[src/core/ocfr_pkg.sv]
// Constants shared by the over-current fault response block and its unit timer.
// Assumes one clock domain; the delay unit length is supplied in clock cycles.
package ocfr_pkg;

  // ==========================================================================
  // Command code and reset value
  // ==========================================================================
  localparam logic [7:0] OCFR_ACTION_CODE  = 8'h47;
  localparam logic [7:0] OCFR_ACTION_RESET = 8'h80;
  localparam logic [7:0] OCFR_UNMAPPED_RD  = 8'h00;

  // ==========================================================================
  // Field layout of the action byte
  // ==========================================================================
  localparam int OCFR_RSP_MSB   = 7;
  localparam int OCFR_RSP_LSB   = 6;
  localparam int OCFR_RETRY_MSB = 5;
  localparam int OCFR_RETRY_LSB = 3;
  localparam int OCFR_DELAY_MSB = 2;
  localparam int OCFR_DELAY_LSB = 0;

  localparam logic [1:0] OCFR_RSP_IGNORE   = 2'h0;
  localparam logic [1:0] OCFR_RSP_DELAYED  = 2'h1;
  localparam logic [1:0] OCFR_RSP_SHUTDOWN = 2'h2;
  localparam logic [1:0] OCFR_RSP_HICCUP   = 2'h3;

  localparam logic [2:0] OCFR_RETRY_NONE    = 3'h0;
  localparam logic [2:0] OCFR_RETRY_MAX_CNT = 3'h4;
  localparam logic [2:0] OCFR_RETRY_FOREVER = 3'h7;

  // ==========================================================================
  // Timing
  // ==========================================================================
  localparam int          OCFR_UNIT_W       = 16;
  localparam int          OCFR_COUNT_W      = 8;
  localparam logic [15:0] OCFR_UNIT_DEFAULT = 16'h0019;

  // ==========================================================================
  // Response state machine
  // ==========================================================================
  typedef enum logic [2:0] {
    OCFR_RUN      = 3'b000,
    OCFR_DELAY    = 3'b001,
    OCFR_OFF_WAIT = 3'b010,
    OCFR_TRY      = 3'b011,
    OCFR_LATCHED  = 3'b100,
    OCFR_HICCUP   = 3'b101
  } ocfr_state_t;

endpackage : ocfr_pkg

[src/core/ocfr_top.sv]
// Over-current fault response: action byte, response state machine and output enable.
// Assumes the command port is driven by PMBus slave logic on clk and the fault
// comparator output arrives asynchronously on a pin.
//
// What this block does
// - Response 00 ignores the fault entirely.
// - Response 01 runs on for delay, then disables, then retry policy.
// - Response 10 disables at once, then retry policy.
// - Response 11 disables only while fault persists.
// - Retry count 000 latches off until cleared.
// - Counts 1 to 6 allow that many attempts.
// - Attempt starts spaced by 2 to the delay field units.
// - Count 111 retries until off, bias, fault.
// - Delay field n means 2 to the n units.
`timescale 1ns/1ps
module ocfr_top
  import ocfr_pkg::*;
(
  input  wire logic                    clk,
  input  wire logic                    resetn,
  input  wire logic                    cmd_valid,
  input  wire logic                    cmd_write,
  input  wire logic [7:0]              cmd_code,
  input  wire logic [7:0]              cmd_wdata,
  input  wire logic [OCFR_UNIT_W-1:0]  unit_cycles,
  input  wire logic                    fault_pin,
  input  wire logic                    fault_clear,
  input  wire logic                    on_command,
  input  wire logic                    bias_ok,
  input  wire logic                    other_fault_off,
  output logic                         output_enable_q,
  output logic                         latched_off_q,
  output logic                         rd_valid_q,
  output logic [7:0]                   rd_data_q
);

  // ==========================================================================
  // Field decoding
  // ==========================================================================
  function automatic logic [1:0] rsp_of(input logic [7:0] a);
    rsp_of = a[OCFR_RSP_MSB:OCFR_RSP_LSB];
  endfunction : rsp_of

  function automatic logic [2:0] retries_of(input logic [7:0] a);
    retries_of = a[OCFR_RETRY_MSB:OCFR_RETRY_LSB];
  endfunction : retries_of

  function automatic logic [2:0] delay_of(input logic [7:0] a);
    delay_of = a[OCFR_DELAY_MSB:OCFR_DELAY_LSB];
  endfunction : delay_of

  // ==========================================================================
  // Action byte register and read answer
  // ==========================================================================
  logic [7:0] action_q;
  logic       hit;

  assign hit = cmd_valid && (cmd_code == OCFR_ACTION_CODE);

  always_ff @(posedge clk or negedge resetn) begin
    if (!resetn) begin
      action_q <= OCFR_ACTION_RESET;
    end else if (hit && cmd_write) begin
      action_q <= cmd_wdata;
    end
  end

  always_ff @(posedge clk or negedge resetn) begin
    if (!resetn) begin
      rd_valid_q <= 1'b0;
      rd_data_q  <= OCFR_UNMAPPED_RD;
    end else begin
      rd_valid_q <= cmd_valid && !cmd_write;
      if (cmd_valid && !cmd_write) begin
        rd_data_q <= hit ? action_q : OCFR_UNMAPPED_RD;
      end
    end
  end

  // ==========================================================================
  // Fault pin synchroniser
  // ==========================================================================
  logic fault_meta_q;
  logic fault_q;

  always_ff @(posedge clk or negedge resetn) begin
    if (!resetn) begin
      fault_meta_q <= 1'b0;
      fault_q      <= 1'b0;
    end else begin
      fault_meta_q <= fault_pin;
      fault_q      <= fault_meta_q;
    end
  end

  // ==========================================================================
  // Delay timer
  // ==========================================================================
  logic timer_start;
  logic timer_done;

  ocfr_unit_timer u_timer (
    .clk         (clk),
    .resetn      (resetn),
    .start       (timer_start),
    .unit_cycles (unit_cycles),
    .units_log2  (delay_of(action_q)),
    .done_q      (timer_done)
  );

  // ==========================================================================
  // Response state machine
  // ==========================================================================
  ocfr_state_t state_q;
  ocfr_state_t state_d;
  logic [2:0]  attempts_q;
  logic        attempt_start;
  logic        budget_left;
  logic        stop_req;
  logic        clear_cnt;

  assign stop_req    = !on_command || !bias_ok || other_fault_off;
  assign budget_left = (retries_of(action_q) == OCFR_RETRY_FOREVER) ||
                       (attempts_q < retries_of(action_q));

  always_comb begin
    state_d       = state_q;
    timer_start   = 1'b0;
    attempt_start = 1'b0;
    clear_cnt     = 1'b0;
    unique case (state_q)
      OCFR_RUN: begin
        if (fault_q) begin
          unique case (rsp_of(action_q))
            OCFR_RSP_IGNORE: begin
              state_d = OCFR_RUN;
            end
            OCFR_RSP_DELAYED: begin
              state_d     = OCFR_DELAY;
              timer_start = 1'b1;
            end
            OCFR_RSP_SHUTDOWN: begin
              timer_start = 1'b1;
              state_d     = (retries_of(action_q) == OCFR_RETRY_NONE) ?
                            OCFR_LATCHED : OCFR_OFF_WAIT;
            end
            OCFR_RSP_HICCUP: begin
              state_d = OCFR_HICCUP;
            end
          endcase
        end
      end
      OCFR_DELAY: begin
        if (!fault_q) begin
          state_d = OCFR_RUN;
        end else if (timer_done) begin
          timer_start = 1'b1;
          state_d     = (retries_of(action_q) == OCFR_RETRY_NONE) ?
                        OCFR_LATCHED : OCFR_OFF_WAIT;
        end
      end
      OCFR_OFF_WAIT: begin
        if (stop_req) begin
          state_d = OCFR_LATCHED;
        end else if (timer_done) begin
          if (budget_left) begin
            state_d       = OCFR_TRY;
            timer_start   = 1'b1;
            attempt_start = 1'b1;
          end else begin
            state_d = OCFR_LATCHED;
          end
        end
      end
      OCFR_TRY: begin
        if (stop_req) begin
          state_d = OCFR_LATCHED;
        end else if (fault_q) begin
          state_d = budget_left ? OCFR_OFF_WAIT : OCFR_LATCHED;
        end else if (timer_done) begin
          state_d   = OCFR_RUN;
          clear_cnt = 1'b1;
        end
      end
      OCFR_LATCHED: begin
        if (fault_clear) begin
          state_d   = OCFR_RUN;
          clear_cnt = 1'b1;
        end
      end
      OCFR_HICCUP: begin
        if (!fault_q) begin
          state_d = OCFR_RUN;
        end
      end
      default: begin
        state_d = OCFR_LATCHED;
      end
    endcase
  end

  always_ff @(posedge clk or negedge resetn) begin
    if (!resetn) begin
      state_q <= OCFR_RUN;
    end else begin
      state_q <= state_d;
    end
  end

  // ==========================================================================
  // Restart attempt counter
  // ==========================================================================
  always_ff @(posedge clk or negedge resetn) begin
    if (!resetn) begin
      attempts_q <= '0;
    end else if (clear_cnt) begin
      attempts_q <= '0;
    end else if (attempt_start && attempts_q != OCFR_RETRY_FOREVER) begin
      attempts_q <= attempts_q + 3'h1;
    end
  end

  // ==========================================================================
  // Outputs
  // ==========================================================================
  always_ff @(posedge clk or negedge resetn) begin
    if (!resetn) begin
      output_enable_q <= 1'b1;
      latched_off_q   <= 1'b0;
    end else begin
      output_enable_q <= (state_d == OCFR_RUN) || (state_d == OCFR_DELAY) ||
                         (state_d == OCFR_TRY);
      latched_off_q   <= (state_d == OCFR_LATCHED);
    end
  end

endmodule : ocfr_top

[src/core/ocfr_unit_timer.sv]
// Delay timer counting a power-of-two number of delay units.
// Assumes start is a one-cycle pulse on clk and unit_cycles is stable while running.
`timescale 1ns/1ps
module ocfr_unit_timer
  import ocfr_pkg::*;
(
  input  wire logic                    clk,
  input  wire logic                    resetn,
  input  wire logic                    start,
  input  wire logic [OCFR_UNIT_W-1:0]  unit_cycles,
  input  wire logic [2:0]              units_log2,
  output logic                         done_q
);

  // ==========================================================================
  // Span counter
  // ==========================================================================
  localparam int SPAN_W = OCFR_UNIT_W + OCFR_COUNT_W;

  logic                   run_q;
  logic [SPAN_W-1:0]      rem_q;
  logic [SPAN_W-1:0]      span;
  logic [OCFR_UNIT_W-1:0] unit_len;

  // A zero unit length counts as one cycle.
  assign unit_len = (unit_cycles == '0) ? OCFR_UNIT_W'(1) : unit_cycles;
  // Delay field value n selects 2**n units.
  assign span     = SPAN_W'(unit_len) << units_log2;

  // Done is registered, so it rises one edge before the span ends and a restart
  // issued on it lands exactly one span after the previous start.
  always_ff @(posedge clk or negedge resetn) begin
    if (!resetn) begin
      run_q <= 1'b0;
      rem_q <= '0;
    end else if (start) begin
      run_q <= (span != SPAN_W'(1));
      rem_q <= span - SPAN_W'(1);
    end else if (run_q) begin
      rem_q <= rem_q - SPAN_W'(1);
      if (rem_q == SPAN_W'(1)) begin
        run_q <= 1'b0;
      end
    end
  end

  always_ff @(posedge clk or negedge resetn) begin
    if (!resetn) begin
      done_q <= 1'b0;
    end else begin
      done_q <= start ? (span == SPAN_W'(1)) : (run_q && (rem_q == SPAN_W'(1)));
    end
  end

endmodule : ocfr_unit_timer

[config.mk]
export PLATFORM = sky130hd
export DESIGN_NAME = ocfr_top
export DESIGN_NICKNAME = d
export VERILOG_FILES = /design/src/core/ocfr_pkg.sv /design/src/core/ocfr_top.sv /design/src/core/ocfr_unit_timer.sv
export SDC_FILE = /design/constraint.sdc
export NUM_CORES = 1
export LEC_CHECK = 0
export BUFFER_PORTS_ARGS = -buffer_cell sky130_fd_sc_hd__clkbuf_2
export CORE_MARGIN = 4
export CORE_UTILIZATION = 40
export DETAILED_ROUTE_END_ITERATION = 12
export PLACE_DENSITY = 0.7
export SYNTH_ARGS = -nofsm -noshare
export SYNTH_HDL_FRONTEND = slang
export SYNTH_SLANG_ARGS = --single-unit
export TNS_END_PERCENT = 100
[constraint.sdc]
create_clock -name clk -period 3.47 [get_ports clk]
set_clock_uncertainty 0.1 [all_clocks]
set_input_delay 0.694 -clock clk [delete_from_list [all_inputs] [get_ports clk]]
set_output_delay 0.694 -clock clk [all_outputs]
set_load 0.01 [all_outputs]
# Word level (Yosys, flattened, before mapping)
# Cells that the tools add are included.
# word_totals
register_bits	53
elab_cells	93
out_inout_bits	11
input_bits	41
# op_classes
addsub	3
muxes	38
n_eq_ne	17
shift	1
magnitude_cmp	1
reduce_logical	21
# ops
cell	count
$eq A24 B1 Y1 const B	2
$mux W24	2
$sub A24 B1 Y24 const B	2
$mux W3	15
$ne A24 B1 Y1 const B	1
$shl A16 B3 Y24	1
$pmux W3 S6	1
$logic_not A16 Y1	1
$mux W16	1
$mux W1	15
$eq A3 B3 Y1 const B	4
$pmux W3 S4	1
$eq A3 B2 Y1 const B	3
$logic_not A3 Y1	3
$eq A8 B7 Y1 const B	1
$mux W8	1
$eq A3 B1 Y1 const B	2
$logic_and A1 B1 Y1	5
$logic_or A1 B1 Y1	5
$eq A2 B2 Y1 const B	2
$reduce_bool A2 Y1	2
$add A3 B1 Y3 const B	1
$logic_not A1 Y1	3
$lt A3 B3 Y1	1
other kinds (6)	6

# Longest topological paths before layout
# Gate-level depths: netlist of run 1.
# depth
word_depth	9
mapped_depth	11
ltp_nobuf	10

# By module
# From an unflattened synthesis of run 1, not the netlist that was laid out.
# unflattened
cells_unflattened	527
hier_area_um2	4657.0
# modules_own_cells
mod	area_each_um2	instances	seq_area_each_um2	cells_each
ocfr_unit_timer	3078.0	1	650.6	365
ocfr_top	1579.0	1	678.2	162

# Worst setup path before layout of run 1
# Ideal clock, no wire load.
# synth_path
path_kind	input port to flip-flop
from	input port unit_cycles[1]
to	register u_timer.rem_q[6]
n_path_buf	0
setup_ns	0.126
path_stages	10
required_ns	3.244
t_arrival_ns	2.709
setup_slack_ns	0.534
cell_sequence	nor4_1 a41oi_2 or2_2 nor2_1 inv_1 ha_1 and3_1 a21oi_1 a311oi_1 a311o_1
# synth_via
elab_chain_cells	5
# synth_rtl
element	line_no	text
start, declared	ocfr_top.sv:25	input wire logic [OCFR_UNIT_W-1:0] unit_cycles,
$logic_not A16 Y1	ocfr_unit_timer.sv:26	assign unit_len = (unit_cycles == '0) ? OCFR_UNIT_W'(1) : unit_cycles;
$mux W16 (*)	ocfr_unit_timer.sv:26	
$shl A16 B3 Y24 (*)	ocfr_unit_timer.sv:28	assign span = SPAN_W'(unit_len) << units_log2;
$sub A24 B1 Y24 (*)	ocfr_unit_timer.sv:38	rem_q <= span - SPAN_W'(1);
$mux W24 (*)	ocfr_unit_timer.sv:36	end else if (start) begin
end signal, assigned	ocfr_unit_timer.sv:38	
end signal, assigned	ocfr_unit_timer.sv:40	rem_q <= rem_q - SPAN_W'(1);
end, declared	ocfr_unit_timer.sv:21	logic [SPAN_W-1:0] rem_q;
# Every way passes the cells marked *; elsewhere a longest branch is shown, timed or not.
# A chain may end at the register's enable or synchronous reset.

# Final worst setup path of run 1
# layout_path
from	register action_q[1]
to	register u_timer.rem_q[19]
# layout_via
elab_chain_cells	3
# layout_rtl
element	line_no	text
start, declared	ocfr_top.sv:55	logic [7:0] action_q;
start signal, assigned	ocfr_top.sv:64	action_q <= cmd_wdata;
$shl A16 B3 Y24	ocfr_unit_timer.sv:28	
$sub A24 B1 Y24	ocfr_unit_timer.sv:38	
$mux W24	ocfr_unit_timer.sv:36	
# No other way between the ends.

==> results of run 1 <==
==> stage by stage <==
stage          setup WS [ns]  total power, mW   util  area [sq um]
2_1_floorplan          0.534             1.22      -          4270
4_1_cts                0.345             1.82  0.463          4800
5_1_grt                0.160             1.93  0.463          4800
3_3_place_gp           0.323             1.35  0.452          4680
6_report               0.356             1.81  0.463          4800
3_5_place_dp           0.192             1.38  0.452          4680
==> power groups by stage <==
stage	clock [mW]	combinational, mW	sequential (mW)
after floorplan	0	0.374	0.847
after global placement	0	0.484	0.869
after detailed placement	0	0.498	0.880
after CTS	0.451	0.503	0.869
after global routing	0.475	0.569	0.890
final	0.440	0.501	0.870
==> Yosys cell counts (12+ instances only) <==
cell type / number / share of area
sky130_fd_sc_hd__nor3_1: 21 / 0.025
sky130_fd_sc_hd__mux2i_1: 18 / 0.042
sky130_fd_sc_hd__nand2_1: 64 / 0.056
sky130_fd_sc_hd__xor2_1: 17 / 0.035
sky130_fd_sc_hd__dfrtp_1: 51 / 0.30
sky130_fd_sc_hd__xnor2_1: 14 / 0.029
sky130_fd_sc_hd__nor2_1: 39 / 0.034
sky130_fd_sc_hd__clkbuf_1: 12 / 0.011
sky130_fd_sc_hd__ha_1: 12 / 0.035
sky130_fd_sc_hd__a21oi_1: 21 / 0.025
sky130_fd_sc_hd__nand3_1: 16 / 0.019
sky130_fd_sc_hd__inv_1: 13 / 0.011
sky130_fd_sc_hd__o21ai_0: 14 / 0.016
sky130_fd_sc_hd__nor4_1: 14 / 0.021
==> registers in the layout, summed over array words and instances, names as in the netlist, 3 cells and up <==
signal / cells
rd_data_q: 8
u_timer.rem_q: 24
action_q: 8
state_q: 3
attempts_q: 3
==> critical path, stage by stage (launching register included) <==
cell	delay, ns
sky130_fd_sc_hd__dfrtp_1	0.54
sky130_fd_sc_hd__or2_1	0.35
sky130_fd_sc_hd__a2111oi_0	0.52
sky130_fd_sc_hd__nor4_1	0.24
sky130_fd_sc_hd__nor4b_4	0.41
sky130_fd_sc_hd__nand4_2	0.26
sky130_fd_sc_hd__or3_1	0.44
sky130_fd_sc_hd__a31oi_1	0.16
==> final cells by class <==
type	instances	area share
clock inverters	3	0.0104
multi-input cells	397	0.574
inverters	15	0.0117
flip-flops and latches	53	0.277
well taps	136	0.0354
repair buffers	65	0.0776
clock buffers	5	0.0143
==> worst paths after layout <==
kind                                                 end  slack [ns]                     from  cells after the start
setup / recovery           u_timer.rem_q[19]$_DFFE_PN0P_        0.36  action_q[1]$_DFFE_PN0P_                      7
hold / removal                         fault_q$_DFF_PN0_        0.26   fault_meta_q$_DFF_PN0_                      0
setup reg to reg           u_timer.rem_q[19]$_DFFE_PN0P_        0.36  action_q[1]$_DFFE_PN0P_                      7
hold reg to reg                        fault_q$_DFF_PN0_        0.26   fault_meta_q$_DFF_PN0_                      0
max in group asynchronous        action_q[7]$_DFFE_PN1P_        2.02                   resetn                      2
min in group asynchronous        latched_off_q$_DFF_PN0_        0.41                   resetn                      1
==> cell families after synthesis <==
group,count (synthesis),synth area share
adders and majority gates,12,0.0352
xor gates and xnor gates,31,0.0637
buffers and inverters,37,0.0434
and+or+nand+nor,219,0.268
AOI/OAI and AO/OA,94,0.160
DFF,53,0.312
muxes,41,0.119
==> per-layer routing <==
layer	global-route usage	vias up	part of all wire
li1	-	1876	-
met1	0.234	1829	0.46
met2	0.289	92	0.50
met3	0.0169	5	0.035
met4	0.0365	0	0.0083
met5	0	-	0
==> Implementation_results.wiki, run 1 <==
{| class="wikitable"
! Metric !! Value
|-
| Result of the run || complete, no violations
|-
| Resized cells post-CTS || 0
|-
| Worst-case headroom to the max-slew limit || 0.303
|-
| Max-cap check violation count || 0
|-
| Standard-cell rows || 37
|-
| Leak || between 2 and 2.5 nW
|-
| Total global-route track usage || 0.170
|-
| Setup violators final || 0
|-
| PwrDens || roughly 380 mW/mm^2
|-
| Data required time at the worst endpoint || ~3.6 ns
|-
| Post-synthesis average cell area || between 8 and 9 sq um
|-
| Library cells used by synthesis || 72
|-
| Most frequent cells in the layout || sky130_fd_sc_hd__nand2_1, sky130_fd_sc_hd__dfrtp_1, sky130_fd_sc_hd__clkbuf_2
|-
| Largest buffer count on any clock path || 2
|-
| Element type at the critical path end || register
|-
| Net count reported at finish || approximately 600
|-
| Max-slew violation count || 0
|-
| Endpoint arrival time on the critical path || about 3.3 ns
|-
| Vias post-DR || 3802
|-
| Post-synthesis cell area || about 0.0043 sq mm
|-
| Setup repair after global routing missed its margin || no
|-
| Cell count after synthesis || a little under 500
|-
| Area growth from synthesis to layout || 12.6%
|-
| Dpl cells || about 670
|-
| Inserted Clock Buffers || 5
|-
| Die Area || about 0.012 sq mm
|-
| Clock sink total || 53
|-
| Net Switching || just over 0.6 mW
|-
| Fraction of power spent switching nets || 0.341
|-
| Clock group share of total power || 0.243
|-
| Leading cell type in the layout, fill and taps excluded || sky130_fd_sc_hd__nand2_1
|-
| Drt initial violations || approximately 200
|-
| # Post-CTS Setup Buffers || 0
|-
| Number of port buffers || slightly above 50
|-
| Overflow after GRT || 0
|-
| Count of warnings emitted by yosys || 0
|-
| Fraction of layout instances using a drive strength above 1 || 0.201
|-
| Placed wire-length estimate || slightly above 8000 um
|-
| Routed WL || around 10000 um
|-
| Tightest Hold Check Type || reg -> reg
|-
| Proportion of register bits with asynchronous set or reset after synthesis || 1.00
|-
| Post-CTS Hold Fix Bufs || 0
|-
| Vias in the first global route || roughly 3700
|-
| Ports || 52
|-
| Routability congestion estimate || between 0.8 and 0.9
|-
| Area of the placeable core || around 0.010 sq mm
|-
| Final period utilization || 0.897
|-
| CP max FO || 11
|-
| Most used DFF post-synth || sky130_fd_sc_hd__dfrtp_1
|-
| Post-detailed-route via-to-cell ratio || 5.64
|-
| Area occupied by multi-input gates || around 0.0028 sq mm
|-
| Antenna violation net count after detailed routing || 0
|-
| Height of the chip || between 100 and 150 um
|-
| Clock-pin slew on the worst setup and hold paths || around 0.11 ns
|-
| Number of fillers in the final layout || between 1000 and 1500
|-
| Total negative slack || 0 ns
|-
| Internal portion of total power || around 1.2 mW
|-
| Initial antenna violation count || 0
|-
| Die outline width || 111 um
|-
| Count of TritonRoute iterations in the first routing pass || 5
|-
| Largest net degree at the start of global routing || 47
|-
| Share of synthesized area occupied by flip-flops and latches || 0.312
|-
| Number of inserted diodes || 0
|-
| Final instance count without filler cells || about 670
|-
| Endpoints failing hold || 0
|-
| Worst setup path class || reg -> reg
|-
| Average wire length per cell after detail routing || ~15 um
|-
| Flip-flop and latch area || approximately 0.0013 sq mm
|-
| Post-synthesis sequential element count || 53
|-
| Clock tree from TritonCTS || yes
|-
| EDFF count, synth || 0
|-
| Highest attainable clock frequency || about 320 MHz
|-
| DRC violations left || 0
|-
| Global-route wire length before repair || 18000 um
|-
| Sequential cell fraction of total power || 0.480
|-
| Number of H-tree branching levels || 2
|-
| Proportion of power drawn by combinational gates || 0.277
|-
| Final critical path time including I/O delays and setup || 3.11 ns
|-
| Synthesized netlist net count || 540
|-
| Root Buffer Master || sky130_fd_sc_hd__clkbuf_8
|-
| Clk_lat worst skew || around 0.32 ns
|-
| Starting density of the core || 0.411
|-
| Kind of launch point of the worst setup path || register
|-
| Worst voltage drop across the vdd grid || ~190 uV
|-
| Final hold slack || around 0.26 ns
|-
| Slew @ Worst Pin || 1.04 ns
|}
Note: power is estimated with default switching activity, not from simulation.
==> run 2, diff against run 1 <==
- ABC_AREA: not set -> 1
==> run 2 against run 1 <==
Net effect: setup slack better by 0.30 ns; sequential power increased by 4.5%; total power up 15%; critical path depth up 7; non-clock buffer count shrank 9; register-to-register slack gained 0.30 ns.
==> Implementation_results.wiki, run 2 <==
{| class="wikitable"
! Metric !! Value
|-
| Drt initial violations || 391 (was 202)
|-
| CP max FO || 18 (was 11)
|-
| Terminating pin of the worst hold path || fault_q$_DFF_PN0_ (unchanged)
|-
| Most instantiated cells after synthesis || sky130_fd_sc_hd__nand2_1, sky130_fd_sc_hd__nor2_1, sky130_fd_sc_hd__inv_1 (was sky130_fd_sc_hd__nand2_1, sky130_fd_sc_hd__dfrtp_1, sky130_fd_sc_hd__nor2_1)
|-
| Leading cell type in the layout, fill and taps excluded || sky130_fd_sc_hd__nand2_1 (unchanged)
|-
| Most common cell in the netlist || sky130_fd_sc_hd__nand2_1 (unchanged)
|-
| Total negative slack || 0 ns (unchanged)
|-
| Inserted Clock Buffers || 5 (unchanged)
|-
| Post-synthesis cell area || 0.00440 sq mm (was 0.00427 sq mm)
|-
| DRC violations left || 0 (unchanged)
|-
| Kind of launch point of the worst setup path || register (unchanged)
|-
| Highest attainable clock frequency || 355 MHz (was 321 MHz)
|-
| Overflow after GRT || 0 (unchanged)
|-
| Number of inserted diodes || 0 (unchanged)
|-
| Total power after layout || 2.08 mW (was 1.81 mW)
|-
| Clk_lat worst skew || 0.31 ns (was 0.32 ns)
|-
| Die outline width || 113 um (was 111 um)
|-
| Biggest registers after layout || u_timer.rem_q x24, action_q x8, rd_data_q x8 (unchanged)
|-
| Global-route wire length before repair || 19500 um (was 18000 um)
|-
| Area of the placeable core || 0.0108 sq mm (was 0.0104 sq mm)
|-
| Clock sink total || 53 (unchanged)
|-
| Worst-case headroom to the max-slew limit || 0.286 (was 0.303)
|-
| Share of synthesized area occupied by flip-flops and latches || 0.302 (was 0.312)
|-
| Number of port buffers || 51 (unchanged)
|-
| PwrDens || 424 mW/mm^2 (was 377 mW/mm^2)
|-
| Vias in the first global route || 4214 (was 3721)
|-
| Proportion of register bits with asynchronous set or reset after synthesis || 1.00 (unchanged)
|-
| Tightest Hold Check Type || reg -> reg (unchanged)
|-
| Largest net degree at the start of global routing || 44 (was 47)
|-
| Number of H-tree branching levels || 2 (unchanged)
|-
| Final period utilization || 0.811 (was 0.897)
|-
| Clock tree from TritonCTS || yes (unchanged)
|-
| Final hold slack || 0.258 ns (was 0.263 ns)
|-
| Number of fillers in the final layout || 1156 (was 1054)
|-
| Endpoint of the worst register-to-register path || u_timer.rem_q[19]$_DFFE_PN0P_ (unchanged)
|-
| Most frequent cells in the layout || sky130_fd_sc_hd__nand2_1, sky130_fd_sc_hd__nor2_1, sky130_fd_sc_hd__inv_1 (was sky130_fd_sc_hd__nand2_1, sky130_fd_sc_hd__dfrtp_1, sky130_fd_sc_hd__clkbuf_2)
|-
| Final instance count without filler cells || 873 (was 674)
|-
| Area growth from synthesis to layout || 11.4% (was 12.6%)
|-
| Post-synthesis sequential element count || 53 (unchanged)
|-
| Height of the chip || 113 um (was 111 um)
|-
| Fraction of layout instances using a drive strength above 1 || 0.150 (was 0.201)
|-
| Final design area excluding fillers || 0.00490 sq mm (was 0.00480 sq mm)
|-
| Setup violators final || 0 (unchanged)
|-
| Synthesized netlist net count || 741 (was 540)
|-
| Net count reported at finish || 785 (was 590)
|-
| Top-area cell type share of the netlist area || 0.290 (was 0.299)
|-
| Dpl cells || 865 (was 666)
|-
| Placed wire-length estimate || 8990 um (was 8170 um)
|-
| Leak || 2.36 nW (was 2.02 nW)
|-
| Cells on worst reg2reg path || 14 (was 7)
|-
| Post-route setup slack || 0.654 ns (was 0.356 ns)
|-
| Clock-pin slew on the worst setup and hold paths || 0.10 ns (was 0.11 ns)
|-
| Resized cells post-CTS || 0 (unchanged)
|-
| Routability congestion estimate || 0.901 (was 0.873)
|-
| Antenna violation net count after detailed routing || 0 (unchanged)
|-
| Vias post-DR || 4536 (was 3802)
|-
| Cell count after synthesis || 688 (was 487)
|-
| Worst voltage drop across the vdd grid || 215 uV (was 189 uV)
|-
| Max-cap check violation count || 0 (unchanged)
|-
| Most used DFF post-synth || sky130_fd_sc_hd__dfrtp_1 (unchanged)
|-
| Starting density of the core || 0.408 (was 0.411)
|-
| Hold Path Depth || 0 (unchanged)
|-
| Worst reg2reg startpoint || action_q[5]$_DFFE_PN0P_ (was action_q[1]$_DFFE_PN0P_)
|-
| Endpoints failing hold || 0 (unchanged)
|-
| Average wire length per cell after detail routing || 12.9 um (was 15.5 um)
|-
| Result of the run || complete, no violations (unchanged)
|-
| Max-slew violation count || 0 (unchanged)
|-
| Launch point of the worst hold path || fault_meta_q$_DFF_PN0_ (unchanged)
|-
| End-of-flow core utilization || 0.454 (was 0.463)
|-
| Setup slack, reg-to-reg || 0.65 ns (was 0.36 ns)
|-
| Initial antenna violation count || 0 (unchanged)
|-
| Endpoint arrival time on the critical path || 2.93 ns (was 3.25 ns)
|-
| Post-detailed-route via-to-cell ratio || 5.20 (was 5.64)
|-
| Routed WL || 11300 um (was 10400 um)
|-
| Slew @ Worst Pin || 1.07 ns (was 1.04 ns)
|-
| Die Area || 0.0128 sq mm (was 0.0124 sq mm)
|-
| Main area contributors after synthesis || sky130_fd_sc_hd__dfrtp_1, sky130_fd_sc_hd__nand2_1, sky130_fd_sc_hd__nor2_1 (was sky130_fd_sc_hd__dfrtp_1, sky130_fd_sc_hd__nand2_1, sky130_fd_sc_hd__mux2i_1)
|-
| Final critical path time including I/O delays and setup || 2.82 ns (was 3.11 ns)
|-
| Max reg flops || 24 (unchanged)
|-
| Cell taking the most area after synthesis || sky130_fd_sc_hd__dfrtp_1 (unchanged)
|-
| Count of TritonRoute iterations in the first routing pass || 5 (unchanged)
|-
| Count of warnings emitted by yosys || 0 (unchanged)
|-
| Worst setup path class || reg -> reg (unchanged)
|-
| Setup WS pre-CTS || 0.692 ns (was 0.192 ns)
|-
| # Post-CTS Setup Buffers || 0 (unchanged)
|-
| Element type at the critical path end || register (unchanged)
|-
| Area after DPL || 0.00477 sq mm (was 0.00468 sq mm)
|-
| Largest buffer count on any clock path || 2 (unchanged)
|-
| Root Buffer Master || sky130_fd_sc_hd__clkbuf_8 (unchanged)
|-
| Total global-route track usage || 0.182 (was 0.170)
|-
| Standard-cell rows || 38 (was 37)
|-
| Library cells used by synthesis || 42 (was 72)
|-
| Data required time at the worst endpoint || 3.58 ns (was 3.60 ns)
|-
| Setup repair after global routing missed its margin || no (unchanged)
|-
| Top reg by flops || u_timer.rem_q (unchanged)
|-
| Ports || 52 (unchanged)
|-
| Post-CTS Hold Fix Bufs || 0 (unchanged)
|-
| EDFF count, synth || 0 (unchanged)
|-
| Post-synthesis average cell area || 6.40 sq um (was 8.76 sq um)
|}
-- run 2: report_power, final --
| part | internal [mW] | total, mW | switching (mW) |
|---|---|---|---|
| clock network | 0.287 | 0.496 | 0.210 |
| registers | 0.750 | 0.909 | 0.160 |
| logic | 0.256 | 0.672 | 0.416 |
| total | 1.29 | 2.08 | 0.785 |
-- run 2: cell families after synthesis --
group,after synthesis,synth area share
compound gates,114,0.145
xor+xnor,13,0.0259
fa+ha+maj,12,0.0341
buf+inv,99,0.0912
flops,53,0.302
mux,9,0.0227
simple gates,388,0.380
-- run 2: layer usage --
| layer | global-route usage | up-vias | part of all wire | wire length (um) |
|---|---|---|---|---|
| met5 | 0 | - | 0 | 0 |
| met4 | 0.0393 | 0 | 0.015 | 172 |
| met1 | 0.252 | 2070 | 0.48 | 5360 |
| li1 | - | 2347 | - | - |
| met3 | 0.0225 | 16 | 0.036 | 406 |
| met2 | 0.304 | 103 | 0.47 | 5330 |
-- run 2: how the worst max path moves through the flow --
stage,from,end,slack [ns]
floorplan,unit_cycles[11],u_timer.rem_q[20]$_DFFE_PN0P_,1.28
global placement,action_q[5]$_DFFE_PN0P_,u_timer.rem_q[19]$_DFFE_PN0P_,0.80
detailed placement,action_q[5]$_DFFE_PN0P_,u_timer.rem_q[19]$_DFFE_PN0P_,0.69
CTS,action_q[5]$_DFFE_PN0P_,u_timer.rem_q[19]$_DFFE_PN0P_,0.67
global route,action_q[5]$_DFFE_PN0P_,u_timer.rem_q[19]$_DFFE_PN0P_,0.33
finish,action_q[5]$_DFFE_PN0P_,u_timer.rem_q[19]$_DFFE_PN0P_,0.65
-- run 2: critical path, stage by stage (launching register included) --
cell	delay, ns
sky130_fd_sc_hd__dfrtp_1	0.40
sky130_fd_sc_hd__inv_1	0.07
sky130_fd_sc_hd__ha_1	0.29
sky130_fd_sc_hd__nand2_1	0.05
sky130_fd_sc_hd__o21ai_1	0.13
sky130_fd_sc_hd__o31ai_1	0.12
sky130_fd_sc_hd__nand2_1	0.08
sky130_fd_sc_hd__nor2_1	0.05
sky130_fd_sc_hd__nand2_1	0.07
sky130_fd_sc_hd__nand2_1	0.08
sky130_fd_sc_hd__nor2_2	0.27
sky130_fd_sc_hd__clkinv_1	0.51
sky130_fd_sc_hd__or2_1	0.40
sky130_fd_sc_hd__nand2_1	0.07
sky130_fd_sc_hd__inv_1	0.03
-- run 2: area by class of cell --
cell class	instances	area, sq um	share of cell area
repair buffers	56	293	0.0597
multi-input cells	536	2670	0.545
clock buffers	5	68.8	0.0140
clock inverters	3	65.1	0.0133
flip-flops and latches	53	1330	0.271
inverters	80	300	0.0612
well taps	140	175	0.0357
